**src/logic/asu_pkg.sv**
```systemverilog
package asu_pkg;

  // register indices; byte address is four times the index
  localparam logic [7:0] IDX_BAUD = 8'h0d;
  localparam logic [7:0] IDX_CTLA = 8'h0e;
  localparam logic [7:0] IDX_CTLB = 8'h0f;
  localparam logic [7:0] IDX_STAT = 8'h10;
  localparam logic [7:0] IDX_DATA = 8'h11;
  localparam logic [7:0] ADDR_BAUD = 8'(IDX_BAUD * 8'h04);
  localparam logic [7:0] ADDR_CTLA = 8'(IDX_CTLA * 8'h04);
  localparam logic [7:0] ADDR_CTLB = 8'(IDX_CTLB * 8'h04);
  localparam logic [7:0] ADDR_STAT = 8'(IDX_STAT * 8'h04);
  localparam logic [7:0] ADDR_DATA = 8'(IDX_DATA * 8'h04);

  // decoder codes
  localparam logic [2:0] SEL_BAUD = 3'h0;
  localparam logic [2:0] SEL_CTLA = 3'h1;
  localparam logic [2:0] SEL_CTLB = 3'h2;
  localparam logic [2:0] SEL_STAT = 3'h3;
  localparam logic [2:0] SEL_DATA = 3'h4;
  localparam logic [2:0] SEL_NONE = 3'h7;

  // serial_control_a fields
  localparam int CTLA_R8   = 7;
  localparam int CTLA_T8   = 6;
  localparam int CTLA_M    = 4;
  localparam int CTLA_WAKE = 3;

  // serial_control_b fields
  localparam int CTLB_TIE  = 7;
  localparam int CTLB_TX_COMPLETE_IRQ_ENABLE = 6;
  localparam int CTLB_RIE  = 5;
  localparam int CTLB_IDLE_IRQ_ENABLE = 4;
  localparam int CTLB_TE   = 3;
  localparam int CTLB_RE   = 2;
  localparam int CTLB_RWU  = 1;
  localparam int CTLB_SBK  = 0;

  // reset values
  localparam logic [7:0] CTLB_RST = 8'h00;
  localparam logic [7:0] BAUD_RST = 8'h00;
  localparam logic       TX_BUFFER_EMPTY_FLAG_RST = 1'h1;
  localparam logic       TC_RST   = 1'h1;

  // character and sampling timing
  localparam logic [3:0] BITS_8      = 4'ha;
  localparam logic [3:0] BITS_9      = 4'hb;
  localparam logic [3:0] DATA_BITS_8 = 4'h8;
  localparam logic [3:0] DATA_BITS_9 = 4'h9;
  localparam logic [7:0] SAMPLES_BIT = 8'h10;
  localparam logic [3:0] PH_LAST     = 4'hf;
  localparam logic [3:0] PH_VOTE_A   = 4'h7;
  localparam logic [3:0] PH_VOTE_B   = 4'h8;
  localparam logic [3:0] PH_VOTE_C   = 4'h9;
  localparam logic [7:0] IDLE_THR_8  = 8'({4'h0, BITS_8} * SAMPLES_BIT);
  localparam logic [7:0] IDLE_THR_9  = 8'({4'h0, BITS_9} * SAMPLES_BIT);

  typedef enum logic [1:0] {RX_IDLE, RX_START, RX_DATA} asu_rx_state_t;

  typedef struct packed {
    logic        psel;
    logic        penable;
    logic        pwrite;
    logic [7:0]  paddr;
    logic [31:0] pwdata;
  } asu_apb_req_t;

  typedef struct packed {
    logic [31:0] prdata;
    logic        pready;
    logic        pslverr;
  } asu_apb_rsp_t;

  typedef struct packed {
    asu_apb_rsp_t  rsp;
    logic [7:0]    baud;
    logic          t8;
    logic          m;
    logic          wake;
    logic          r8;
    logic [7:0]    ctlb;
    logic          tx_buffer_empty_flag;
    logic          tc;
    logic          rx_buffer_full_flag;
    logic          idle;
    logic          ovr;
    logic          nf;
    logic          fe;
    logic          arm_tx;
    logic          arm_rx;
    logic [7:0]    tx_buf;
    logic [7:0]    rx_buf;
    logic [7:0]    div;
    logic [3:0]    tx_ph;
    logic [10:0]   tx_sh;
    logic [3:0]    tx_cnt;
    logic          tx_pin;
    logic          tx_oe;
    logic          tx_line_idle;
    logic          pre_pend;
    logic          last_brk;
    logic          te_prev;
    asu_rx_state_t rx_st;
    logic [3:0]    rx_ph;
    logic [3:0]    rx_bit;
    logic [8:0]    rx_sh;
    logic          rx_s7;
    logic          rx_s8;
    logic          rx_noise;
    logic [7:0]    ones_cnt;
    logic          idle_armed;
    logic          irq;
  } asu_state_t;

endpackage

```
**src/logic/asu_top.sv**
```systemverilog
// Decided for this implementation: the APB interface to the registers.
`timescale 1ns/100ps
// Behaviour
// - transmit 8 or 9 bit characters per length bit; ninth bit from tx_ninth_bit.
// - shift register sends characters on tx pin, fed from write-only data buffer.
// - enabling transmitter sends a ones preamble before any buffered data.
// - loaded data gets a 0 start bit at lsb and 1 stop bit.
// - buffer-empty flag sets when buffer moves into shift register.
// - tx pin rests at 1 whenever no character is being shifted.
// - clearing enable while idle with buffer empty releases the tx pin.
// - while send_break is set, all-zero break characters repeat at character length.
// - after break clears, finish current break then send at least one 1.
// - idle character is all ones at character length; preamble is one.
// - clearing enable mid transmission keeps pin until last pending character ends.
// - enable toggled on during last character queues an idle preamble.
// - complete flag sets when buffer and shifter empty and nothing generated.
// - receive 8 or 9 bit characters; ninth bit to rx_ninth_bit field.
// - finished character goes to data buffer and sets buffer-full flag.
// - wakeup enable puts receiver in standby with receiver interrupts held off.
// - idle-line wakeup leaves standby after 10 or 11 bit times high.
// - address-mark wakeup leaves standby on a character with msb set.
// - 16 samples per bit; sample disagreement sets noise flag with full flag.
// - missing stop bit sets framing error together with full flag.
// - character completing while buffer still full sets overrun flag.
// - 10 or 11 consecutive high bit times set the idle flag.
// - buffer-empty interrupt only while its enable bit is set.
// - full and overrun interrupts only while receive interrupt enable set.
// - empty flag clears by status read with flag set then data write.
// - full flag clears by status read with flag set then data read.
module asu_top (
  // clock and reset
  input  wire logic                 core_clk,
  input  wire logic                 nrst,
  // apb slave
  input  wire asu_pkg::asu_apb_req_t apb_i,
  output      asu_pkg::asu_apb_rsp_t apb_o,
  // serial line
  input  wire logic                 rx_data_pin,
  output      logic                 tx_data_pin,
  output      logic                 tx_data_oe,
  // interrupt request
  output      logic                 irq
);
  import asu_pkg::*;

  asu_state_t q;
  asu_state_t d;

  function automatic logic [2:0] asu_dec(input logic [7:0] a);
    logic [2:0] s;
    s = SEL_NONE;
    unique case (a)
      ADDR_BAUD: s = SEL_BAUD;
      ADDR_CTLA: s = SEL_CTLA;
      ADDR_CTLB: s = SEL_CTLB;
      ADDR_STAT: s = SEL_STAT;
      ADDR_DATA: s = SEL_DATA;
      default:   s = SEL_NONE;
    endcase
    return s;
  endfunction

  logic        setup;
  logic        acc;
  logic [2:0]  sel;
  logic [7:0]  rb;
  logic        tick;
  logic        bit_tick;
  logic        te;
  logic        send_break;
  logic        re;
  logic        rx_wakeup_enable;
  logic [3:0]  ch_len;
  logic [3:0]  n_data;
  logic [7:0]  idle_thr;
  logic [10:0] frame;
  logic        vote;
  logic        rx_done;
  logic        rx_stop;
  logic        rx_msb;

  always_comb begin
    d = q;
    setup = apb_i.psel & ~apb_i.penable;
    acc = apb_i.psel & apb_i.penable & q.rsp.pready;
    sel = asu_dec(apb_i.paddr);
    te = q.ctlb[CTLB_TE];
    send_break = q.ctlb[CTLB_SBK];
    re = q.ctlb[CTLB_RE];
    rx_wakeup_enable = q.ctlb[CTLB_RWU];
    ch_len = q.m ? BITS_9 : BITS_8;
    n_data = q.m ? DATA_BITS_9 : DATA_BITS_8;
    idle_thr = q.m ? IDLE_THR_9 : IDLE_THR_8;
    frame = {1'b1, (q.m ? q.t8 : 1'b1), q.tx_buf, 1'b0};
    vote = (q.rx_s7 & q.rx_s8) | (q.rx_s7 & rx_data_pin) |
           (q.rx_s8 & rx_data_pin);
    rx_done = 1'b0;
    rx_stop = 1'b0;
    rx_msb = q.rx_sh[8];
    rb = 8'h00;

    // bus: answer one cycle after setup
    d.rsp.pready = 1'b0;
    if (setup) begin
      d.rsp.pready = 1'b1;
      d.rsp.pslverr = 1'b0;
      unique case (sel)
        SEL_BAUD: rb = q.baud;
        SEL_CTLA: rb = {q.r8, q.t8, 1'b0, q.m, q.wake, 3'h0};
        SEL_CTLB: rb = q.ctlb;
        SEL_STAT: rb = {q.tx_buffer_empty_flag, q.tc, q.rx_buffer_full_flag, q.idle, q.ovr, q.nf, q.fe,
                        1'b0};
        SEL_DATA: rb = q.rx_buf;
        default: begin
          rb = 8'h00;
          d.rsp.pslverr = 1'b1;
        end
      endcase
      d.rsp.prdata = {24'h000000, rb};
    end
    if (acc && apb_i.pwrite) begin
      unique case (sel)
        SEL_BAUD: d.baud = apb_i.pwdata[7:0];
        SEL_CTLA: begin
          d.t8 = apb_i.pwdata[CTLA_T8];
          d.m = apb_i.pwdata[CTLA_M];
          d.wake = apb_i.pwdata[CTLA_WAKE];
        end
        SEL_CTLB: d.ctlb = apb_i.pwdata[7:0];
        SEL_DATA: begin
          d.tx_buf = apb_i.pwdata[7:0];
          if (q.arm_tx) begin
            d.tx_buffer_empty_flag = 1'b0;
            d.tc = 1'b0;
            d.arm_tx = 1'b0;
          end
        end
        default: d.baud = q.baud;
      endcase
    end
    if (acc && !apb_i.pwrite) begin
      if (sel == SEL_STAT) begin
        if (q.tx_buffer_empty_flag || q.tc) d.arm_tx = 1'b1;
        if (q.rx_buffer_full_flag || q.idle || q.ovr) d.arm_rx = 1'b1;
      end
      if (sel == SEL_DATA && q.arm_rx) begin
        d.rx_buffer_full_flag = 1'b0;
        d.idle = 1'b0;
        d.ovr = 1'b0;
        d.nf = 1'b0;
        d.fe = 1'b0;
        d.arm_rx = 1'b0;
      end
    end

    // shared rate generator
    tick = (q.div == 8'h00);
    d.div = tick ? q.baud : q.div - 8'h01;
    bit_tick = tick & (q.tx_ph == PH_LAST);
    if (tick) d.tx_ph = q.tx_ph + 4'h1;

    // transmitter
    d.te_prev = te;
    if (te && !q.te_prev) begin
      d.pre_pend = 1'b1;
      d.tx_oe = 1'b1;
    end
    if (bit_tick) begin
      if (q.tx_cnt != 4'h0) begin
        d.tx_pin = q.tx_sh[0];
        d.tx_sh = {1'b1, q.tx_sh[10:1]};
        d.tx_cnt = q.tx_cnt - 4'h1;
        d.tx_line_idle = 1'b0;
      end else if (q.tx_oe) begin
        d.tx_line_idle = 1'b0;
        if (q.pre_pend) begin
          d.tx_pin = 1'b1;
          d.tx_sh = 11'h7ff;
          d.tx_cnt = ch_len - 4'h1;
          d.pre_pend = 1'b0;
          d.last_brk = 1'b0;
        end else if (send_break) begin
          d.tx_pin = 1'b0;
          d.tx_sh = 11'h000;
          d.tx_cnt = ch_len - 4'h1;
          d.last_brk = 1'b1;
        end else if (q.last_brk) begin
          d.tx_pin = 1'b1;
          d.last_brk = 1'b0;
        end else if (!q.tx_buffer_empty_flag) begin
          d.tx_pin = frame[0];
          d.tx_sh = {1'b1, frame[10:1]};
          d.tx_cnt = ch_len - 4'h1;
          d.tx_buffer_empty_flag = 1'b1;
        end else begin
          d.tx_pin = 1'b1;
          d.tx_line_idle = 1'b1;
          d.tc = 1'b1;
        end
      end
    end
    if (q.tx_oe && !te && q.tx_line_idle && q.tx_buffer_empty_flag && !send_break &&
        !q.pre_pend && !q.last_brk && q.tx_cnt == 4'h0 &&
        !(te && !q.te_prev)) begin
      d.tx_oe = 1'b0;
    end
    if (!d.tx_oe) begin
      d.tx_pin = 1'b1;
      d.tx_line_idle = 1'b1;
    end

    // receiver, sixteen samples per bit
    if (!re) begin
      d.rx_st = RX_IDLE;
      d.ones_cnt = 8'h00;
      d.rx_ph = 4'h0;
    end else if (tick) begin
      if (rx_data_pin) begin
        if (q.ones_cnt != idle_thr) d.ones_cnt = q.ones_cnt + 8'h01;
        if (q.ones_cnt == idle_thr - 8'h01) begin
          if (q.idle_armed) begin
            d.idle = 1'b1;
            d.idle_armed = 1'b0;
          end
          if (rx_wakeup_enable && !q.wake) d.ctlb[CTLB_RWU] = 1'b0;
        end
      end else begin
        d.ones_cnt = 8'h00;
        d.idle_armed = 1'b1;
      end
      unique case (q.rx_st)
        RX_IDLE: begin
          if (!rx_data_pin) begin
            d.rx_st = RX_START;
            d.rx_ph = 4'h1;
            d.rx_bit = 4'h0;
            d.rx_noise = 1'b0;
          end
        end
        RX_START, RX_DATA: begin
          d.rx_ph = q.rx_ph + 4'h1;
          if (q.rx_ph == PH_VOTE_A) d.rx_s7 = rx_data_pin;
          if (q.rx_ph == PH_VOTE_B) d.rx_s8 = rx_data_pin;
          if (q.rx_ph == PH_VOTE_C) begin
            if (!(q.rx_s7 == q.rx_s8 && q.rx_s8 == rx_data_pin)) begin
              d.rx_noise = 1'b1;
            end
            if (q.rx_st == RX_START) begin
              d.rx_st = vote ? RX_IDLE : RX_DATA;
            end else if (q.rx_bit == n_data) begin
              rx_done = 1'b1;
              rx_stop = vote;
              d.rx_st = RX_IDLE;
            end else begin
              d.rx_sh = {vote, q.rx_sh[8:1]};
              d.rx_bit = q.rx_bit + 4'h1;
            end
          end
        end
        default: d.rx_st = RX_IDLE;
      endcase
    end
    if (rx_done && (!rx_wakeup_enable || (q.wake && rx_msb))) begin
      d.ctlb[CTLB_RWU] = 1'b0;
      if (q.rx_buffer_full_flag) begin
        d.ovr = 1'b1;
      end else begin
        d.rx_buf = q.m ? q.rx_sh[7:0] : q.rx_sh[8:1];
        d.r8 = q.rx_sh[8];
        d.rx_buffer_full_flag = 1'b1;
        d.nf = q.rx_noise | d.rx_noise;
        d.fe = ~rx_stop;
      end
    end

    // interrupt request
    d.irq = (d.ctlb[CTLB_TIE] & d.tx_buffer_empty_flag) |
            (d.ctlb[CTLB_TX_COMPLETE_IRQ_ENABLE] & d.tc) |
            (d.ctlb[CTLB_RE] & ~d.ctlb[CTLB_RWU] &
             ((d.ctlb[CTLB_RIE] & (d.rx_buffer_full_flag | d.ovr)) |
              (d.ctlb[CTLB_IDLE_IRQ_ENABLE] & d.idle)));
  end

  always_ff @(posedge core_clk or negedge nrst) begin
    if (!nrst) begin
      q <= '0;
      q.baud <= BAUD_RST;
      q.ctlb <= CTLB_RST;
      q.tx_buffer_empty_flag <= TX_BUFFER_EMPTY_FLAG_RST;
      q.tc <= TC_RST;
      q.tx_pin <= 1'b1;
      q.tx_line_idle <= 1'b1;
      q.rx_st <= RX_IDLE;
      q.rx_s7 <= 1'b1;
      q.rx_s8 <= 1'b1;
    end else begin
      q <= d;
    end
  end

  assign apb_o = q.rsp;
  assign tx_data_pin = q.tx_pin;
  assign tx_data_oe = q.tx_oe;
  assign irq = q.irq;

endmodule

```
**config.mk**
```make
export PLATFORM = sky130hd
export DESIGN_NAME = asu_top
export DESIGN_NICKNAME = d
export VERILOG_FILES = /design/src/logic/asu_pkg.sv /design/src/logic/asu_top.sv
export SDC_FILE = /design/constraint.sdc
export NUM_CORES = 1
export LEC_CHECK = 0
export CORE_UTILIZATION = 66
export CTS_BUF_LIST = sky130_fd_sc_hd__clkbuf_4
export CTS_CLUSTER_DIAMETER = 120
export DETAILED_ROUTE_END_ITERATION = 8
export DONT_BUFFER_PORTS = 1
export GPL_ROUTABILITY_DRIVEN = 0
export PLACE_DENSITY = 0.82
export SLEW_MARGIN = 30
export SYNTH_ARGS = -nofsm -noshare
export SYNTH_HDL_FRONTEND = slang
export SYNTH_SLANG_ARGS = --single-unit
export TNS_END_PERCENT = 1
```
**constraint.sdc**
```tcl
create_clock -name core_clk -period 2.8 [get_ports core_clk]
set_input_delay 0.28 -clock core_clk [delete_from_list [all_inputs] [get_ports core_clk]]
set_output_delay 0.28 -clock core_clk [all_outputs]
set_load 0.1 [all_outputs]
```
==> results by group <==
Route
  – Initial DRC count: 312
  – DRC: 0
  – Routed len/inst: 17.4 um
  – Routed WL: 12900 um
  – Routed vias/inst: 6.26
  – Vias: 4640
  – 1st-pass router iterations: 5
  – Post-route ant nets: 0

Floorplanning
  – Die ar.: 9790 um^2
  – Core area: 9150 um^2
  – Initial core utilization: 0.678
  – Die width: 99.0 um
  – Die Y: 99.0 um
  – Row cnt: 35
  – I/O pin count: 83

Timing
  – Min cycle time layout: 2530 ps
  – Worst relative slew slack: 0.388
  – Min Hold Slack: -544 ps
  – Final worst setup slack: 272 ps
  – Final setup fails: 0
  – Unrepaired setup endpoints after global routing: no
  – Least-Margin Pin Slew: 918 ps
  – Max Clock Skew: 20.3 ps
  – F_max: 396 MHz
  – Period utilization: 0.903
  – Final Hold Violating Endpoints: 120
  – Pins Over Slew Limit: 0
  – Setup TNS: 0 ps

Setup path
  – Largest fanout on the critical path: 14
  – Critical Path End Type: flop
  – Crit-path cells: or4_1 -> or3_4 -> or2_1 -> o41ai_1 -> o41ai_1
  – Worst Path Required: 3180 ps
  – Reg2reg path depth: 5
  – WS Path Type: flop to flop
  – Slowest CP cell: or4_1
  – Worst path max stage delay: 690 ps
  – Startpoint Class: flop
  – CP arrival: 2900 ps
  – Most frequent CP cell: o41ai_1

Clock network
  – CTS buffer count: 17
  – Root Buffer: clkbuf_4
  – Clock Latency Late Sink: 520 ps
  – Clk slew on worst S/H paths: 110 ps
  – Clk buf depth: 2
  – CTS tree: done
  – Clock Sinks: 120
  – CTS HTree Levels: 4
  – Post-CTS Hold Buffers: 9

Finish
  – Area grow syn2layout: 5.41%
  – Fill count: 665
  – Cell Count, Final, Fillers Out: 741
  – Inserted Diodes: 0
  – Share of cells above drive strength 1: 0.129
  – Fin nets: 678
  – Fin area: 6540 um^2

Place
  – Port Buffers: 0
  – Area after DPL: 6170 um^2
  – Pre-CTS WS: 287 ps
  – Placed Cells: 701
  – Post-DP HPWL: 8990 um

Pwr
  – Pwr/cell area: 570 nW/um^2
  – Leakage: 3.03 nW
  – Tot Pwr: 3.73 mW
  – Peak VDD IR: 0.416 mV

GRT
  – Antenna violations before repair: 0
  – Vias in the first global route: 4441
  – Total GRT Usage: 0.288
  – Largest net degree at the start of global routing: 121
  – Grt ovf: 0
  – Global-route wire length before repair: 21700 um

Synthesis
  – Top_reg_cell synth: dfrtp_1
  – #FFs+latches synth: 120
  – Sequential element share of the synthesized area: 0.485
  – Warnings from Yosys: 0
  – Post-Syn Instances: 614
  – Syn_area_per_cell: 10.1 um^2
  – Count of cell types in the netlist: 72
  – Mapped Area: 6200 um^2
  – Number of synthesized flops with an enable pin: 0
  – Async S/R FF share, synth: 1.00

Status
  – Status: complete, but fails checks
  – Failing checks: hold timing

Job
  – Total of max-cap violations: 0

Min path
  – Worst hold path class: input pin to asynchronous set/reset pin
cell type report:
cell class | count | area, um^2 | share of cell area
Inverter | 20 | 75.1 | 0.0115
Multi-Input combinational cell | 438 | 2850 | 0.436
Clock inverter | 11 | 131 | 0.0201
Clock buffer | 20 | 150 | 0.0230
Tap cell | 111 | 139 | 0.0212
Sequential cell | 120 | 3010 | 0.460
Timing Repair Buffer | 21 | 180 | 0.0276
layout by cell type (no fill, tap or decap), types with 13 or more instances in the layout:
master | netlist | final
inv_1 | 19 | 19
mux2_1 | 13 | 13
clkbuf_4 | 0 | 20
nor2_1 | 35 | 35
conb_1 | 1 | 24
a22o_1 | 13 | 13
nor3_1 | 15 | 15
nand2_1 | 70 | 70
dfrtp_1 | 114 | 114
mux2_2 | 25 | 25
ha_1 | 14 | 14
o21ai_1 | 45 | 45
a21oi_1 | 28 | 28
per-layer routing:
layer	track usage	wire length [um]
met4	0.101	216
met2	0.468	6320
met3	0.0766	708
met5	0	0
met1	0.375	5680
cells in the mapped netlist (all sizes together), types with 13 or more instances:
master,n,area [um^2]
clkbuf,23,86.3
a22o,13,114
ha,14,175
buf,36,265
mux2,38,428
nor3,17,101
nor2,35,131
inv,19,71.3
a21oi,28,140
nand2,71,269
o21ai,57,289
dfrtp,114,2850
what timing repair did:
action                                 CTS  global route
endpoints found under the hold margin  150           120
setup buffers                            0             0
resized for setup                        0             0
where the power goes:
part	switching, mW	internal [mW]
registers	0.144	1.83
clock network	0.622	0.631
logic	0.338	0.166
total	1.10	2.62
flip-flops by register name (all words and copies together) (netlist names):
name	flops
irq	1
frame	8
d	1
apb_o	10
tx_data_pin	1
q	98
tx_data_oe	1
through the flow:
stage / utilization / hold slack [ps]
after global placement: 0.674 / -12.1
after CTS: 0.714 / -588
after detailed placement: 0.674 / -13.0
after global routing: 0.714 / -606
after floorplan: - / -15.6
final: 0.714 / -544
worst paths after layout:
kind	from	end	slack, ps
worst max-delay path	q[59]	q[41]	270
worst min-delay path	nrst	q[97]	-540
worst max register to register	q[59]	q[41]	270
worst min register to register	q[9]	q[9]	480
max in group asynchronous	nrst	q[11]	3110
min in group core_clk	rx_data_pin	q[83]	40
critical path: cells and delay by family, from the launching register on:
family             cells  cell delay, ps
and+or+nand+nor        3            1530
DFF                    1             460
AOI/OAI and AO/OA      2             400
cells by family after synthesis:
family	share of synthesized area
AO/OA/AOI/OAI	0.156
XOR/XNOR	0.0113
multiplexers	0.0851
adder cells (fa/ha/maj)	0.0282
AND/OR/NAND/NOR	0.165
other	0.000605
flip-flops	0.485
buffers and inverters	0.0688
No activity file was read; power rests on OpenSTA's default activity.
